## config.mk

```make
export PLATFORM = sky130hd
export DESIGN_NAME = led_serial_load_port
export DESIGN_NICKNAME = d
export VERILOG_FILES = /design/src/verilog/ledport_pkg.sv /design/src/verilog/led_serial_load_port.sv
export VERILOG_INCLUDE_DIRS = /design/src /design/src/verilog
export SDC_FILE = /design/constraint.sdc
export NUM_CORES = 1
export LEC_CHECK = 0
export BUFFER_PORTS_ARGS = -buffer_cell sky130_fd_sc_hd__buf_4
export CORE_MARGIN = 1
export CORE_UTILIZATION = 37
export DETAILED_ROUTE_END_ITERATION = 10
export SLEW_MARGIN = 5
export SYNTH_ARGS = -nofsm -noshare
export SYNTH_HDL_FRONTEND = slang
export SYNTH_SLANG_ARGS = --single-unit
```

## constraint.sdc

```tcl
create_clock -name sys_clk -period 2.5 [get_ports sys_clk]
set_input_delay 0.5 -clock sys_clk [delete_from_list [all_inputs] [get_ports sys_clk]]
set_output_delay 0.5 -clock sys_clk [all_outputs]
set_load 0.03 [all_outputs]
```

## src/verilog/ledport_cfg.svh

```systemverilog
// Constants of the serial load port of the LED driver
`ifndef LEDPORT_CFG_SVH
`define LEDPORT_CFG_SVH
`define WORD_BITS          16
`define CHAIN_DELAY_EDGES  16
`define FIFO_DEPTH_WORDS   16
`define SYS_CLK_PERIOD_NS  50
`define SCLK_MAX_MHZ       10
`define SCLK_MIN_PERIOD_NS (1000 / `SCLK_MAX_MHZ)
`define SCLK_MIN_CYCLES    \
  ((`SCLK_MIN_PERIOD_NS + `SYS_CLK_PERIOD_NS - 1) / `SYS_CLK_PERIOD_NS)
`define BLANK_AT_RESET     1'h1
`endif

```

## src/verilog/ledport_pkg.sv

```systemverilog
// Types of the serial load port of the LED driver
package ledport_pkg;
  typedef logic [15:0] word_t;
  typedef enum logic [1:0]
  {
    DISP_BLANK   = 2'h0,
    DISP_ON      = 2'h1,
    DISP_SHUTOFF = 2'h2
  } disp_state_t;
endpackage : ledport_pkg

```

## src/verilog/led_serial_load_port.sv

```systemverilog
// Serial load port with word FIFO and display enable state
`include "ledport_cfg.svh"

module word_fifo #(
  parameter int WIDTH = `WORD_BITS,
  parameter int DEPTH = `FIFO_DEPTH_WORDS
) (
  input  wire logic             sys_clk,
  input  wire logic             rstn,
  input  wire logic             in_valid,
  output logic                  in_ready,
  input  wire logic [WIDTH-1:0] in_data,
  output logic                  out_valid,
  input  wire logic             out_ready,
  output logic      [WIDTH-1:0] out_data
);
  localparam int AW = (DEPTH > 1) ? $clog2(DEPTH) : 1;
  logic [WIDTH-1:0] mem_reg  [DEPTH];
  logic [AW-1:0]    wr_reg;
  logic [AW-1:0]    wr_next;
  logic [AW-1:0]    rd_reg;
  logic [AW-1:0]    rd_next;
  logic [AW:0]      cnt_reg;
  logic [AW:0]      cnt_next;
  logic             push;
  logic             pop;

  function automatic logic [AW-1:0] bump(input logic [AW-1:0] p);
    bump = (p == AW'(DEPTH - 1)) ? '0 : AW'(p + 1'b1);
  endfunction : bump

  assign in_ready  = (cnt_reg != (AW+1)'(DEPTH));
  assign out_valid = (cnt_reg != '0);
  assign out_data  = mem_reg[rd_reg];
  assign push      = in_valid && in_ready;
  assign pop       = out_valid && out_ready;

  always_comb
  begin
    wr_next  = push ? bump(wr_reg) : wr_reg;
    rd_next  = pop ? bump(rd_reg) : rd_reg;
    cnt_next = cnt_reg;
    if (push && !pop)
      cnt_next = (AW+1)'(cnt_reg + 1'b1);
    else if (pop && !push)
      cnt_next = (AW+1)'(cnt_reg - 1'b1);
  end

  always_ff @(posedge sys_clk)
  begin
    if (!rstn)
    begin
      wr_reg  <= '0;
      rd_reg  <= '0;
      cnt_reg <= '0;
    end
    else
    begin
      wr_reg  <= wr_next;
      rd_reg  <= rd_next;
      cnt_reg <= cnt_next;
    end
  end

  // Storage needs no reset; count guards every read
  always_ff @(posedge sys_clk)
  begin
    if (push)
      mem_reg[wr_reg] <= in_data;
  end
endmodule : word_fifo

// How it works
// Each rising shift clock edge moves serial input into a 16-bit register.
// Shifting happens only while the load strobe is low.
// Load strobe rising edge captures the last 16 shifted bits as the word.
// Serial output changes only on the rising shift clock edge.
// Serial output repeats serial input exactly 16 shift edges later.
// Serial output is always driven, never released.
// Host keeps the shift clock at or below 10 MHz.
// Display stays blanked after reset until a word has been loaded.
// Shutdown only blanks the display; shifting, latching and FIFO writes go on.
// Each latched word that finds room becomes one single-cycle write into the word FIFO.
module led_serial_load_port #(
  parameter int FIFO_DEPTH = `FIFO_DEPTH_WORDS
) (
  input  wire logic                sys_clk,
  input  wire logic                rstn,
  input  wire logic                shift_clk,
  input  wire logic                serial_in,
  input  wire logic                load_strobe,
  output logic                     serial_out,
  input  wire logic                shutdown,
  output logic                     display_on,
  output ledport_pkg::disp_state_t disp_state,
  output logic                     word_valid,
  input  wire logic                word_ready,
  output ledport_pkg::word_t       word_data,
  output logic                     overflow
);
  logic [2:0]               sclk_sync_reg;
  logic [1:0]               sin_sync_reg;
  logic [2:0]               ld_sync_reg;
  logic                     sclk_rise;
  logic                     ld_rise;
  logic                     ld_low;
  ledport_pkg::word_t       shift_reg;
  ledport_pkg::word_t       shift_next;
  logic                     serial_out_reg;
  logic                     serial_out_next;
  ledport_pkg::word_t       latch_reg;
  ledport_pkg::word_t       latch_next;
  logic                     push_reg;
  logic                     push_next;
  logic                     overflow_reg;
  logic                     overflow_next;
  ledport_pkg::disp_state_t state_reg;
  ledport_pkg::disp_state_t state_next;
  logic                     display_on_reg;
  logic                     display_on_next;
  logic                     fifo_in_ready;
  logic                     fifo_out_valid;
  ledport_pkg::word_t       fifo_out_data;
  logic                     fifo_out_ready;
  logic                     out_valid_reg;
  logic                     out_valid_next;
  ledport_pkg::word_t       out_data_reg;
  ledport_pkg::word_t       out_data_next;

  // Stage 1 of each synchroniser feeds only stage 2
  assign sclk_rise = sclk_sync_reg[1] && !sclk_sync_reg[2];
  assign ld_rise   = ld_sync_reg[1] && !ld_sync_reg[2];
  assign ld_low    = !ld_sync_reg[1];
  assign fifo_out_ready = !out_valid_reg || word_ready;

  always_comb
  begin
    shift_next      = shift_reg;
    serial_out_next = serial_out_reg;
    latch_next      = latch_reg;
    push_next       = 1'b0;
    overflow_next   = overflow_reg;
    if (sclk_rise && ld_low)
    begin
      shift_next      = {shift_reg[14:0], sin_sync_reg[1]};
      serial_out_next = shift_reg[15];
    end
    if (ld_rise)
    begin
      latch_next = shift_reg;
      // Host cannot be stalled, so a full FIFO drops and flags
      if (fifo_in_ready)
        push_next = 1'b1;
      else
        overflow_next = 1'b1;
    end
  end

  always_comb
  begin
    state_next = state_reg;
    case (state_reg)
      ledport_pkg::DISP_BLANK:
        if (push_reg)
          state_next = shutdown ? ledport_pkg::DISP_SHUTOFF
                                : ledport_pkg::DISP_ON;
      ledport_pkg::DISP_ON:
        if (shutdown)
          state_next = ledport_pkg::DISP_SHUTOFF;
      ledport_pkg::DISP_SHUTOFF:
        if (!shutdown)
          state_next = ledport_pkg::DISP_ON;
      default:
        state_next = ledport_pkg::DISP_BLANK;
    endcase
    display_on_next = (state_next == ledport_pkg::DISP_ON);
  end

  always_comb
  begin
    out_valid_next = out_valid_reg;
    out_data_next  = out_data_reg;
    if (fifo_out_ready)
    begin
      out_valid_next = fifo_out_valid;
      out_data_next  = fifo_out_data;
    end
  end

  always_ff @(posedge sys_clk)
  begin
    if (!rstn)
    begin
      sclk_sync_reg  <= 3'h0;
      sin_sync_reg   <= 2'h0;
      ld_sync_reg    <= 3'h7;
      shift_reg      <= 16'h0000;
      serial_out_reg <= 1'h0;
      latch_reg      <= 16'h0000;
      push_reg       <= 1'h0;
      overflow_reg   <= 1'h0;
      state_reg      <= ledport_pkg::DISP_BLANK;
      display_on_reg <= !`BLANK_AT_RESET;
      out_valid_reg  <= 1'h0;
      out_data_reg   <= 16'h0000;
    end
    else
    begin
      sclk_sync_reg  <= {sclk_sync_reg[1:0], shift_clk};
      sin_sync_reg   <= {sin_sync_reg[0], serial_in};
      ld_sync_reg    <= {ld_sync_reg[1:0], load_strobe};
      shift_reg      <= shift_next;
      serial_out_reg <= serial_out_next;
      latch_reg      <= latch_next;
      push_reg       <= push_next;
      overflow_reg   <= overflow_next;
      state_reg      <= state_next;
      display_on_reg <= display_on_next;
      out_valid_reg  <= out_valid_next;
      out_data_reg   <= out_data_next;
    end
  end

  word_fifo #(
    .WIDTH (`WORD_BITS),
    .DEPTH (FIFO_DEPTH)
  ) u_fifo (
    .sys_clk   (sys_clk),
    .rstn      (rstn),
    .in_valid  (push_reg),
    .in_ready  (fifo_in_ready),
    .in_data   (latch_reg),
    .out_valid (fifo_out_valid),
    .out_ready (fifo_out_ready),
    .out_data  (fifo_out_data)
  );

  // Plain output, no enable: never released
  assign serial_out = serial_out_reg;
  assign display_on = display_on_reg;
  assign disp_state = state_reg;
  assign word_valid = out_valid_reg;
  assign word_data  = out_data_reg;
  assign overflow   = overflow_reg;
endmodule : led_serial_load_port

```

# --- Yosys cells after proc, flatten, opt, wreduce, memory -nomap -nowiden ---
# Memories as Yosys holds them, arrays and structs flattened. A register that Yosys moved wholly into a read port is not among the register bits.
# Cells that the tools add are included.
totals:
  out_inout_bits: 22
  ram_bits: 256
  register_bits: 60
  word_cells: 58
  inputBits: 7
  n_memories: 1
mem_list:
  columns: ["name", "words", "width", "read_ports", "rd_ports_with_merged_regs", "write_ports", "line_no", "rtl"]
  rows:
  - ["u_fifo.mem_reg", 16, 16, 1, 1, 1, "led_serial_load_port.sv:18", "logic [WIDTH-1:0] mem_reg [DEPTH];"]
classes:
  bitwise_logic: 1
  reduce_logical: 20
  addsub: 4
  n_eq_ne: 6
  n_mux: 12
ops:
  columns: ["op", "count"]
  rows:
  - ["5-bit 2-to-1 mux", 2]
  - ["4-bit by 1-bit adder with 4-bit output (second input constant)", 2]
  - ["4-bit equality test (second input constant)", 2]
  - ["2-bit 2-to-1 mux", 4]
  - ["4-bit 2-to-1 mux", 2]
  - ["1-bit logical AND", 7]
  - ["1-bit logical NOT", 7]
  - ["2-bit one-hot mux with 3 select lines", 1]
  - ["5-bit by 1-bit adder with 5-bit output (second input constant)", 1]
  - ["5-bit inequality test (second input constant)", 1]
  - ["5-bit nonzero test", 1]
  - ["5-bit by 1-bit subtractor with 5-bit output (second input constant)", 1]
  - ["2-bit by 1-bit equality test with 1-bit output (second input constant)", 2]
  - ["2-bit AND reduction", 2]
  - ["1-bit 2-to-1 mux", 3]
  - ["2-bit equality test (second input constant)", 1]
  - ["2-bit logical NOT", 1]
  - ["2-bit nonzero test", 1]
  - ["1-bit logical OR", 1]
  - ["1-bit NOT", 1]

# --- Longest topological paths before layout ---
# Gate-level depths: netlist of the first run.
depth:
  word_depth: 6
  ltp_mapped: 9
  mapped_depth_nobuf: 9

# --- Modules after synthesis ---
# From an unflattened synthesis of the first run, not the netlist that was laid out.
unflattened:
  cells_unflattened: 758
  hier_area_um2: 12784.8
modules_own_cells:
  columns: ["module", "seq_area_each_um2", "area_per_inst_um2", "instances", "cells_each"]
  rows:
  - ["word_fifo", 8027.7, 10535.1, 1, 506]
  - ["led_serial_load_port", 1261.2, 2249.7, 1, 252]

# --- Worst setup path after synthesis of the first run ---
# No wires, ideal clock.
synth_timing:
  path_kind: "register to register"
  start: "register u_fifo.cnt_reg[0]"
  end: "register u_fifo.cnt_reg[4]"
  required_time_ns: 2.428
  setup_slack_ns: -0.212
  path_stages_with_launch: 10
  t_arrival_ns: 2.640
  n_path_buf: 0
  synth_period_minus_slack_ns: 2.712
  setup_ns: 0.072
  path_cell_list: "dfxtp_1 -> or4_1 -> o21ai_2 -> ha_1 -> inv_1 -> fa_1 -> a21o_1 -> a21oi_1 -> mux2i_1 -> mux2i_1"
synth_between:
  elab_chain_len: 5
  word_cells_on_any_way: 13
  classes_between: "add/sub: 2; eq/ne: 1; mux: 2; reduce/logical: 8"
synth_rtl:
  columns: ["item", "line_no", "rtl"]
  rows:
  - ["from (decl)", "led_serial_load_port.sv:23", "logic [AW:0] cnt_reg;"]
  - ["from (signal assigned)", "led_serial_load_port.sv:61", "cnt_reg <= cnt_next;"]
  - ["branches (longest 5 deep; another with 5-bit by 1-bit subtractor with 5-bit output)", null, null]
# Parallel ways; which one is timed is not known. The select of a mux whose other input is x is not followed.
# A chain may end at the register's enable or synchronous reset.

# --- Final worst setup path of the first run ---
layout_timing:
  start: "register u_fifo.cnt_reg[3]"
  end: "register u_fifo.cnt_reg[4]"
# The elaborated chain is that of the path after synthesis.

==> results of run 1 <==
## cell families (layout without fill, tap and decap cells)
group,count (synthesis),count (layout),synth area share
compound gates,101,101,0.05286
mux,102,102,0.1365
fa+ha+maj,10,10,0.01045
xor+xnor,5,5,0.003452
buf+inv,49,150,0.01923
flops,332,332,0.7258
simple gates,153,153,0.05168
## area by class of cell
class                   count  share of cell area
clock buffers              40             0.06246
clock inverters            21            0.006762
inverters                   6            0.001521
multi-input cells         371              0.2242
flip-flops and latches    332              0.6225
well taps                 448             0.03787
repair buffers             83             0.04463
## power by group
part	internal [mW]	switching, mW
clock network	2.64	2.00
logic	1.26	1.30
registers	6.04	0.182
total	9.94	3.48
## critical path, cell delays in order (launching register included)
cell and delay, ns:
dfxtp_1 0.31, or4_4 0.56, o21ai_4 0.17, ha_2 0.20, inv_2 0.06, fa_2 0.34, a21o_1 0.18, a21oi_2 0.14
mux2i_1 0.23, mux2i_1 0.19
## cells in the final DEF, fill, tap and decap left out, types with 3 or more instances in the layout
cell       synthesis  final
a21oi_1           39     37
a22oi_1           30     30
a31oi_1            3      3
and2_1             6      6
buf_12             1      3
buf_4              1     80
clkbuf_16          0     35
clkbuf_8           0      3
clkinv_1           0      9
clkinv_2           0     10
dfxtp_1           76     73
edfxtp_1         256    256
ha_1               9      8
inv_1              6      5
mux2_2            16     16
mux2i_1           38     38
mux4_1            24     24
mux4_2            24     24
nand2_1           94     94
nand2b_1           7      7
nor2_1            30     20
nor2_2             0      8
nor3_2             0      4
o211ai_1          16     16
xor2_1             4      4
## per-stage QoR
stage,area [µm²],std cells
after detailed placement,13720,1237
after global placement,13720,1237
final,14800,1301
after CTS,14760,1299
after global routing,14800,1301
after floorplan,12710,752
## path summary, 6_finish.rpt
path	cells past startpoint	endpoint	start	slack [ns]
setup reg to reg	9	u_fifo.cnt_reg[4]$_SDFFE_PN0P_	u_fifo.cnt_reg[3]$_SDFFE_PN0P_	0.04
hold reg to reg	1	ld_sync_reg[1]$_SDFF_PN1_	ld_sync_reg[0]$_SDFF_PN1_	0.41
setup / recovery	9	u_fifo.cnt_reg[4]$_SDFFE_PN0P_	u_fifo.cnt_reg[3]$_SDFFE_PN0P_	0.04
hold / removal	2	display_on$_SDFF_PN0_	shutdown	0.17
## per-layer routing
| metal | up-vias | GRT usage |
|---|---|---|
| met5 | - | 0 |
| met4 | 0 | 0.03594 |
| met3 | 33 | 0.02402 |
| met2 | 138 | 0.2428 |
| met1 | 3396 | 0.2211 |
| li1 | 3082 | - |
## timing repair
item | CTS | global route
pin swaps | 1 | 5
endpoints found under the setup margin | 1 | 15
resized for setup | 4 | 5
cloned | 0 | 0
setup buffers | 1 | 2
==> run_results.csv, run 1 <==
group,metric,value,unit
routing,first_pass_iters,4,
layout,seq_area,0.009215,mm²
critical_path,start_kind,"flip-flop",
placed_design,place_ws,-0.1086,ns
sta,period_share,0.9838,
sta,finalClockSkew,0.01300,ns
sta,max-slew-margin-rel,0.2840,
synthesis,async_flop_share,0,
synthesis,synth_common_cells,"edfxtp_1 (256), nand2_1 (94), dfxtp_1 (76)",
synthesis,synth.area.top_cells,"edfxtp_1 (61%), dfxtp_1 (12%), mux4_1 (5.0%)",
sta,rsz0062_at_grt,"true",
sta,tightestPinTransition,1.074,ns
clocking,hold_buffers,0,
synthesis,synth_cell_type_count,46,
layout,multi_input_area,0.003319,mm²
placed_design,dp_hpwl,15860,µm
synthesis,synth.largest_area_cell,"edfxtp_1",
synthesis,synthFlopType,"edfxtp_1",
sta,setup-tns-final,0,ns
floorplanning,core,0.03362,mm²
flow_run,max-cap-violations,0,
synthesis,netlist_instances,752,
synthesis,synth_top_area_frac,0.6059,
floorplanning,die_w,187.2,µm
synthesis,ys_seq_area_frac,0.7258,
floorplanning,die-area,0.03503,mm²
placed_design,place_congestion,0.7269,
floorplanning,row_count,67,
layout,utilization,0.4404,
clocking,clkLatencyLatePin,0.51,ns
clocking,numCtsBuffers,34,
sta,finalCriticalPeriod,2.460,ns
routing,wl_met3,1158,µm
sta,maxSlewViolCount,0,
routing,viasPerCell,5.111,
floorplanning,start_util,0.3774,
routing,finalWirelength,26690,µm
synthesis,yosysWarnings,0,
critical_path,crit_path_end_kind,"flip-flop",
sta,holdWs,0.1717,ns
clocking,clk_pin_slew,0.06,ns
synthesis,synth_area_per_cell,16.87,µm²
clocking,htreeDepth,2,
layout,syn2layout_area_growth,16.68,%
clocking,clock_path_buffers,3,
critical_path,worstPathArrival,2.89,ns
routing,ant_nets,0,
routing,wl_met2,12360,µm
synthesis,synth_nets,769,
power_and_ir_drop,power_density,906.6,mW/mm²
global_routing,gr-usage-all-layers,0.1530,
clocking,cts-root-buf,"clkbuf_16",
global_routing,grt_pass1_wl,40400,µm
critical_path,worstSetupPathType,"reg -> reg",
floorplanning,fp.dieH,187.2,µm
layout,nFillCells,2965,
power_and_ir_drop,ir_drop,0.4758,mV
critical_path,crit_fanout,4,
routing,drt-initial-drc-count,455,
global_routing,antenna_found_initial,0,
layout,drive_gt1_frac,0.2368,
sta,final_hold_viol_count,0,
synthesis,syn_area,0.01269,mm²
sta,max_clock_freq,406.6,MHz
layout,diodes,0,
global_routing,overflow,0,
synthesis,synth_edf_count,256,
synthesis,yosys.cell_count.top_type,"edfxtp_1",
worst_hold_path,hold_path.class,"in -> reg",
placed_design,port_buffers,28,
global_routing,grt_max_degree,38,
global_routing,grt_pass1_vias,6521,
power_and_ir_drop,finalPower,13.42,mW
routing,wl_per_cell,20.52,µm
floorplanning,io_pins,29,
outcome,outcome,"finished clean",
sta,timing.final.ws_setup,0.04044,ns
routing,vias,6649,
clocking,cts_sinks,332,
critical_path,cp_data_required_time,2.93,ns
layout,largest_reg_flops,256,
routing,drc_errors,0,
clocking,cts_tree,"done",
routing,met1Wirelength,12810,µm
synthesis,synth-seq-cells,332,
power_and_ir_drop,power.leakage,4.896,nW
routing,routed.top_layer,"met4",
layout,fin_nets,845,
sta,setup_viol,0,
No activity file was read; power rests on OpenSTA's default activity.
==> run 2, diff against run 1 <==
--- a/config.mk
+++ b/config.mk
@@ -7,9 +7,12 @@
 export NUM_CORES = 1
 export LEC_CHECK = 0
 export BUFFER_PORTS_ARGS = -buffer_cell sky130_fd_sc_hd__buf_4
+export CELL_PAD_IN_SITES_DETAIL_PLACEMENT = 0
+export CELL_PAD_IN_SITES_GLOBAL_PLACEMENT = 2
 export CORE_MARGIN = 1
 export CORE_UTILIZATION = 37
 export DETAILED_ROUTE_END_ITERATION = 10
+export PLACE_DENSITY_LB_ADDON = 0.1
 export SLEW_MARGIN = 5
 export SYNTH_ARGS = -nofsm -noshare
 export SYNTH_HDL_FRONTEND = slang
==> run 2 against run 1 <==
Die area is the same. Register-to-register slack lost 0.03 ns. Worst setup slack lost 0.029 ns. Global-route usage grew 0.33 points. Clock skew grew 0.0029 ns.
==> run_results.csv, run 2 (synthesis results as in run 1) <==
group,metric,value,unit
critical_path,crit_start,"u_fifo.cnt_reg[0]$_SDFFE_PN0P_",
worst_hold_path,hold_path.class,"in -> reg",
clocking,clkLatencyLatePin,0.51,ns
layout,fin_nets,839,
critical_path,worstSetupPathType,"reg -> reg",
global_routing,overflow,0,
critical_path,start_kind,"flip-flop",
clocking,htreeDepth,2,
power_and_ir_drop,power_density,937.2,mW/mm²
routing,finalWirelength,26980,µm
clocking,numCtsBuffers,37,
global_routing,grt_max_degree,48,
layout,largest_reg_flops,256,
power_and_ir_drop,finalPower,13.91,mW
placed_design,place_congestion,0.7429,
sta,period_share,0.9954,
routing,viasPerCell,5.106,
routing,first_pass_iters,4,
floorplanning,die_w,187.2,µm
layout,final_common_cell,"edfxtp_1",
critical_path,r2r_end,"u_fifo.cnt_reg[4]$_SDFFE_PN0P_",
clocking,cts_sinks,332,
power_and_ir_drop,power.leakage,4.907,nW
sta,max_clock_freq,401.8,MHz
critical_path,worstPathArrival,2.92,ns
layout,layout_common_cells,"edfxtp_1 (256), nand2_1 (94), dfxtp_1 (73), buf_4 (71), mux2i_1 (38)",
sta,finalCriticalPeriod,2.489,ns
clocking,clock_path_buffers,3,
floorplanning,io_pins,29,
clocking,hold_buffers,0,
floorplanning,core,0.03362,mm²
sta,finalClockSkew,0.01594,ns
routing,ant_nets,0,
critical_path,r2r_start,"u_fifo.cnt_reg[0]$_SDFFE_PN0P_",
flow_run,max-cap-violations,0,
floorplanning,die-area,0.03503,mm²
critical_path,crit_path_end_kind,"flip-flop",
critical_path,worstRegToRegCells,9,
sta,rsz0062_at_grt,"true",
clocking,cts_tree,"done",
sta,setup-tns-final,0,ns
global_routing,grt_pass1_vias,7061,
placed_design,dp_hpwl,16770,µm
layout,syn2layout_area_growth,16.95,%
critical_path,cp_data_required_time,2.93,ns
sta,setup_viol,0,
layout,diodes,0,
power_and_ir_drop,ir_drop,0.4043,mV
floorplanning,fp.dieH,187.2,µm
critical_path,crit_fanout,4,
placed_design,dp_cells,1230,
routing,vias,6628,
critical_path,critical_path.endpoint,"u_fifo.cnt_reg[4]$_SDFFE_PN0P_",
global_routing,grt_pass1_wl,41420,µm
routing,drt-initial-drc-count,392,
routing,wl_per_cell,20.78,µm
layout,layoutNonFillerInstCount,1298,
placed_design,port_buffers,28,
routing,drc_errors,0,
global_routing,antenna_found_initial,0,
sta,final_hold_viol_count,0,
global_routing,gr-usage-all-layers,0.1564,
clocking,clk_pin_slew,0.06,ns
floorplanning,row_count,67,
sta,maxSlewViolCount,0,
layout,drive_gt1_frac,0.2235,
floorplanning,start_util,0.3774,
critical_path,rrSetupSlack,0.01,ns
outcome,outcome,"finished clean",
sta,max-slew-margin-rel,0.4656,
clocking,cts-root-buf,"clkbuf_16",
sta,tightestPinTransition,0.8016,ns
[run 2: changes by cell type in the layout (fill, tap and decap cells not counted), moves of 2 or more]
cell,before,now
clkbuf_1,2,9
nor2_1,20,30
nor2_2,8,0
inv_6,1,3
nor2_4,2,0
clkinv_1,9,2
clkbuf_16,35,37
bufinv_16,0,2
buf_4,80,71
[run 2: repair_timing]
item / in CTS / in global routing
resized for setup: 5 / 4
pin swaps: 3 / 2
setup buffers: 1 / 0
endpoints found under the setup margin: 3 / 2
cloned: 0 / 0
[run 2: final cells by class]
cell class	instances	area, µm²
fill	2971	18780
sequential	332	9215
multi-input combinational	371	3289
clock buffer	49	1001
timing repair buffer	74	593.1
tap	448	560.5
clock inverter	18	153.9
inverter	6	25.02
[run 2: metal layers]
layer | track usage | part of all wire | vias to the layer above
met4 | 0.04256 | 0.018 | 0
met3 | 0.02495 | 0.035 | 45
met1 | 0.2020 | 0.44 | 3411
met5 | 0 | 0 | -
met2 | 0.2725 | 0.51 | 110
li1 | - | - | 3062
[run 2: worst max-delay path, stage by stage, from the launching register on]
cell     delay [ns]
dfxtp_2        0.32
or4_4          0.54
o21ai_2        0.15
ha_2           0.23
inv_4          0.06
fa_2           0.35
a21o_1         0.17
a21oi_2        0.13
mux2i_1        0.23
mux2i_1        0.22
[run 2: worst min-delay path by stage]
stage,startpoint,end,cells after the start
after floorplan,ld_sync_reg[0]$_SDFF_PN1_,ld_sync_reg[1]$_SDFF_PN1_,1
after global placement,ld_sync_reg[0]$_SDFF_PN1_,ld_sync_reg[1]$_SDFF_PN1_,1
after detailed placement,ld_sync_reg[0]$_SDFF_PN1_,ld_sync_reg[1]$_SDFF_PN1_,1
after CTS,shutdown,disp_state[0]$_SDFF_PN0_,2
after global routing,shutdown,disp_state[0]$_SDFF_PN0_,2
final,shutdown,disp_state[0]$_SDFF_PN0_,2
[run 2: power breakdown]
group	leakage [nW]	switching [mW]	internal [mW]	total [mW]
logic	1.35	1.29	1.26	2.55
clock network	0.569	2.10	3.04	5.14
registers	2.99	0.179	6.04	6.22
total	4.91	3.57	10.3	13.9
[run 2: through the flow]
stage,setup slack (ns),instance area [µm²],util,hold slack [ns]
2_1_floorplan,-0.1935,12710,-,0.3863
3_3_place_gp,-0.08267,13640,0.4058,0.3955
3_5_place_dp,-0.1981,13640,0.4058,0.4068
4_1_cts,-0.009868,14820,0.4410,0.1545
5_1_grt,-0.09437,14840,0.4414,0.1668
6_report,0.01138,14840,0.4414,0.1724
==> run 3, diff against run 2 <==
--- a/config.mk
+++ b/config.mk
@@ -11,8 +11,10 @@
 export CELL_PAD_IN_SITES_GLOBAL_PLACEMENT = 2
 export CORE_MARGIN = 1
 export CORE_UTILIZATION = 37
+export CTS_BUF_LIST = sky130_fd_sc_hd__clkbuf_2
 export DETAILED_ROUTE_END_ITERATION = 10
 export PLACE_DENSITY_LB_ADDON = 0.1
+export REMOVE_ABC_BUFFERS = 1
 export SLEW_MARGIN = 5
 export SYNTH_ARGS = -nofsm -noshare
 export SYNTH_HDL_FRONTEND = slang
==> run 3 against run 2 <==
Final area is 0.83% lower. Clock power is 26% lower. Cell count rose by 9.3%. First-iteration DRC count shrank 5.6%. Die area is the same. Routed wire length is 9.7% higher. Worst setup slack better by 0.039 ns. Global-route usage is 1.9 points higher. Worst hold slack improved by 0.0084 ns. Critical path type unchanged.
==> run_results.csv, run 3 (synthesis results as in run 1) <==
group,metric,value,unit
sta,finalCriticalPeriod,2.450,ns
critical_path,worstSetupPathType,"reg -> reg",
power_and_ir_drop,power_density,864.5,mW/mm²
sta,rsz0062_at_grt,"true",
routing,first_pass_iters,5,
floorplanning,start_util,0.3774,
critical_path,crit_buf_inv,1,
floorplanning,core,0.03362,mm²
critical_path,path_common_cell,"mux2i_1",
critical_path,cp_data_required_time,3.31,ns
layout,fin_nets,915,
placed_design,place_congestion,0.7144,
clocking,clock_path_buffers,3,
power_and_ir_drop,p_int,9.009,mW
floorplanning,fp.dieH,187.2,µm
sta,finalClockSkew,0.07214,ns
routing,wl_per_cell,20.85,µm
placed_design,port_buffers,28,
routing,vias,7063,
placed_design,dp_hpwl,17370,µm
routing,viasPerCell,4.977,
critical_path,worstPathArrival,3.26,ns
critical_path,cp_top_family,"simple AND/OR/NAND/NOR gates",
clocking,numCtsBuffers,88,
global_routing,grt_pass1_wl,45350,µm
critical_path,crit_path_end_kind,"flip-flop",
clocking,cts_sinks,332,
sta,period_share,0.9799,
floorplanning,die-area,0.03503,mm²
critical_path,crit_chain,"or4_4 -> o21ai_4 -> ha_2 -> inv_2 -> fa_2 -> a21o_1 -> a21oi_2 -> mux2i_1 -> mux2i_1",
power_and_ir_drop,ir_drop,0.4274,mV
layout,nFillCells,3048,
routing,finalWirelength,29580,µm
layout,seq_area,0.009219,mm²
layout,multi_input_area,0.003301,mm²
flow_run,max-cap-violations,0,
sta,tightestPinTransition,1.224,ns
global_routing,grt_max_degree,39,
layout,layout_common_cells,"edfxtp_1 (256), clkbuf_2 (144), nand2_1 (94), buf_4 (90), dfxtp_1 (70)",
clocking,clk_pin_slew,0.10,ns
critical_path,crit_fanout,4,
layout,fin_area,0.01472,mm²
layout,syn2layout_area_growth,15.99,%
layout,drive_gt1_frac,0.3165,
critical_path,worst_path_largest_cell_delay,0.55,ns
placed_design,place_area,0.01369,mm²
global_routing,gr-usage-all-layers,0.1753,
power_and_ir_drop,power.share.clock,0.299,
global_routing,grt_pass1_vias,7653,
worst_hold_path,hold_path.class,"in -> reg",
clocking,htreeDepth,3,
floorplanning,row_count,67,
routing,drc_errors,0,
floorplanning,die_w,187.2,µm
sta,setup-tns-final,0,ns
routing,ant_nets,0,
sta,maxSlewViolCount,0,
floorplanning,io_pins,29,
layout,final_common_cell,"edfxtp_1",
power_and_ir_drop,power.leakage,5.108,nW
power_and_ir_drop,p_sw,3.712,mW
sta,setup_viol,0,
sta,final_hold_viol_count,0,
clocking,cts-root-buf,"clkbuf_2",
outcome,outcome,"finished clean",
sta,max_clock_freq,408.2,MHz
critical_path,start_kind,"flip-flop",
critical_path,cpMaxStageDelayCell,"or4_4",
sta,max-slew-margin-rel,0.1839,
routing,drt-initial-drc-count,370,
power_and_ir_drop,seqPwrFrac,0.486,
global_routing,antenna_found_initial,1,
power_and_ir_drop,sw_frac_of_total,0.2918,
global_routing,overflow,0,
clocking,cts_tree,"done",
power_and_ir_drop,comb_power_share,0.215,
clocking,clkLatencyLatePin,0.90,ns
layout,largest_reg_flops,256,
-- run 3: changes by cell type in the layout (fill, tap and decap cells not counted), sizes merged --
cell	change
dlygate4sd3	+7
clkinv	+2
bufinv	-1
inv	-1
diode	+1
clkbuf	+95
buf	+18
-- run 3: area by class of cell --
cell class              count  share of cell area
inverters                   6            0.001530
flip-flops and latches    332              0.6265
multi-input cells         371              0.2243
diodes                      1           0.0001701
clock inverters            18            0.007057
clock buffers             144             0.04898
repair buffers             99             0.05340
well taps                 448             0.03809
-- run 3: power groups by stage --
stage / Combinational, mW / Sequential, mW / Clock, mW
floorplan: 1.24 / 6.71 / 0
global placement: 2.53 / 6.30 / 0
detailed placement: 2.54 / 6.30 / 0
CTS: 2.73 / 6.18 / 3.99
global route: 2.94 / 6.20 / 4.29
finish: 2.74 / 6.18 / 3.80
-- run 3: final timing paths --
| path | start | slack (ns) | depth (start not counted) | to |
|---|---|---|---|---|
| max | u_fifo.cnt_reg[3]$_SDFFE_PN0P_ | 0.05 | 9 | u_fifo.cnt_reg[4]$_SDFFE_PN0P_ |
| min | word_ready | 0.18 | 4 | word_valid$_SDFFE_PN0N_ |
| max reg2reg | u_fifo.cnt_reg[3]$_SDFFE_PN0P_ | 0.05 | 9 | u_fifo.cnt_reg[4]$_SDFFE_PN0P_ |
| min reg2reg | ld_sync_reg[0]$_SDFF_PN1_ | 0.41 | 1 | ld_sync_reg[1]$_SDFF_PN1_ |
-- run 3: layer usage --
layer  vias to the layer above  share of wire  track usage
met2                       156           0.49       0.2943
met3                        42          0.048      0.03996
met5                         -              0            0
li1                       3282              -            -
met4                         0          0.015      0.06211
met1                      3583           0.44       0.2224
-- run 3: worst min-delay path, delay by kind of cell --
kind / cells / cell delay, ns
and+or+nand+nor: 1 / 0.16
AOI/OAI and AO/OA: 1 / 0.09
buffers and inverters: 2 / 0.23
-- run 3: what timing repair did --
item,in CTS,in global routing
buffers inserted,11,0
pin swaps,2,9
setup endpoints to repair,2,12
hold buffers,7,0
endpoints found under the hold margin,14,0
resized for setup,6,6
-- run 3: per-stage QoR --
| stage | hold slack, ns | instances | utilization | total power, mW | worst slack, ns |
|---|---|---|---|---|---|
| 2_1_floorplan | 0.3863 | 709 | - | 7.953 | -0.8467 |
| 3_3_place_gp | 0.3955 | 1238 | 0.4073 | 8.831 | -0.08578 |
| 3_5_place_dp | 0.3999 | 1238 | 0.4073 | 8.844 | -0.1021 |
| 4_1_cts | 0.04867 | 1418 | 0.4367 | 12.91 | 0.01333 |
| 5_1_grt | 0.1078 | 1419 | 0.4377 | 13.44 | -0.06213 |
| 6_report | 0.1808 | 1419 | 0.4377 | 12.72 | 0.05023 |
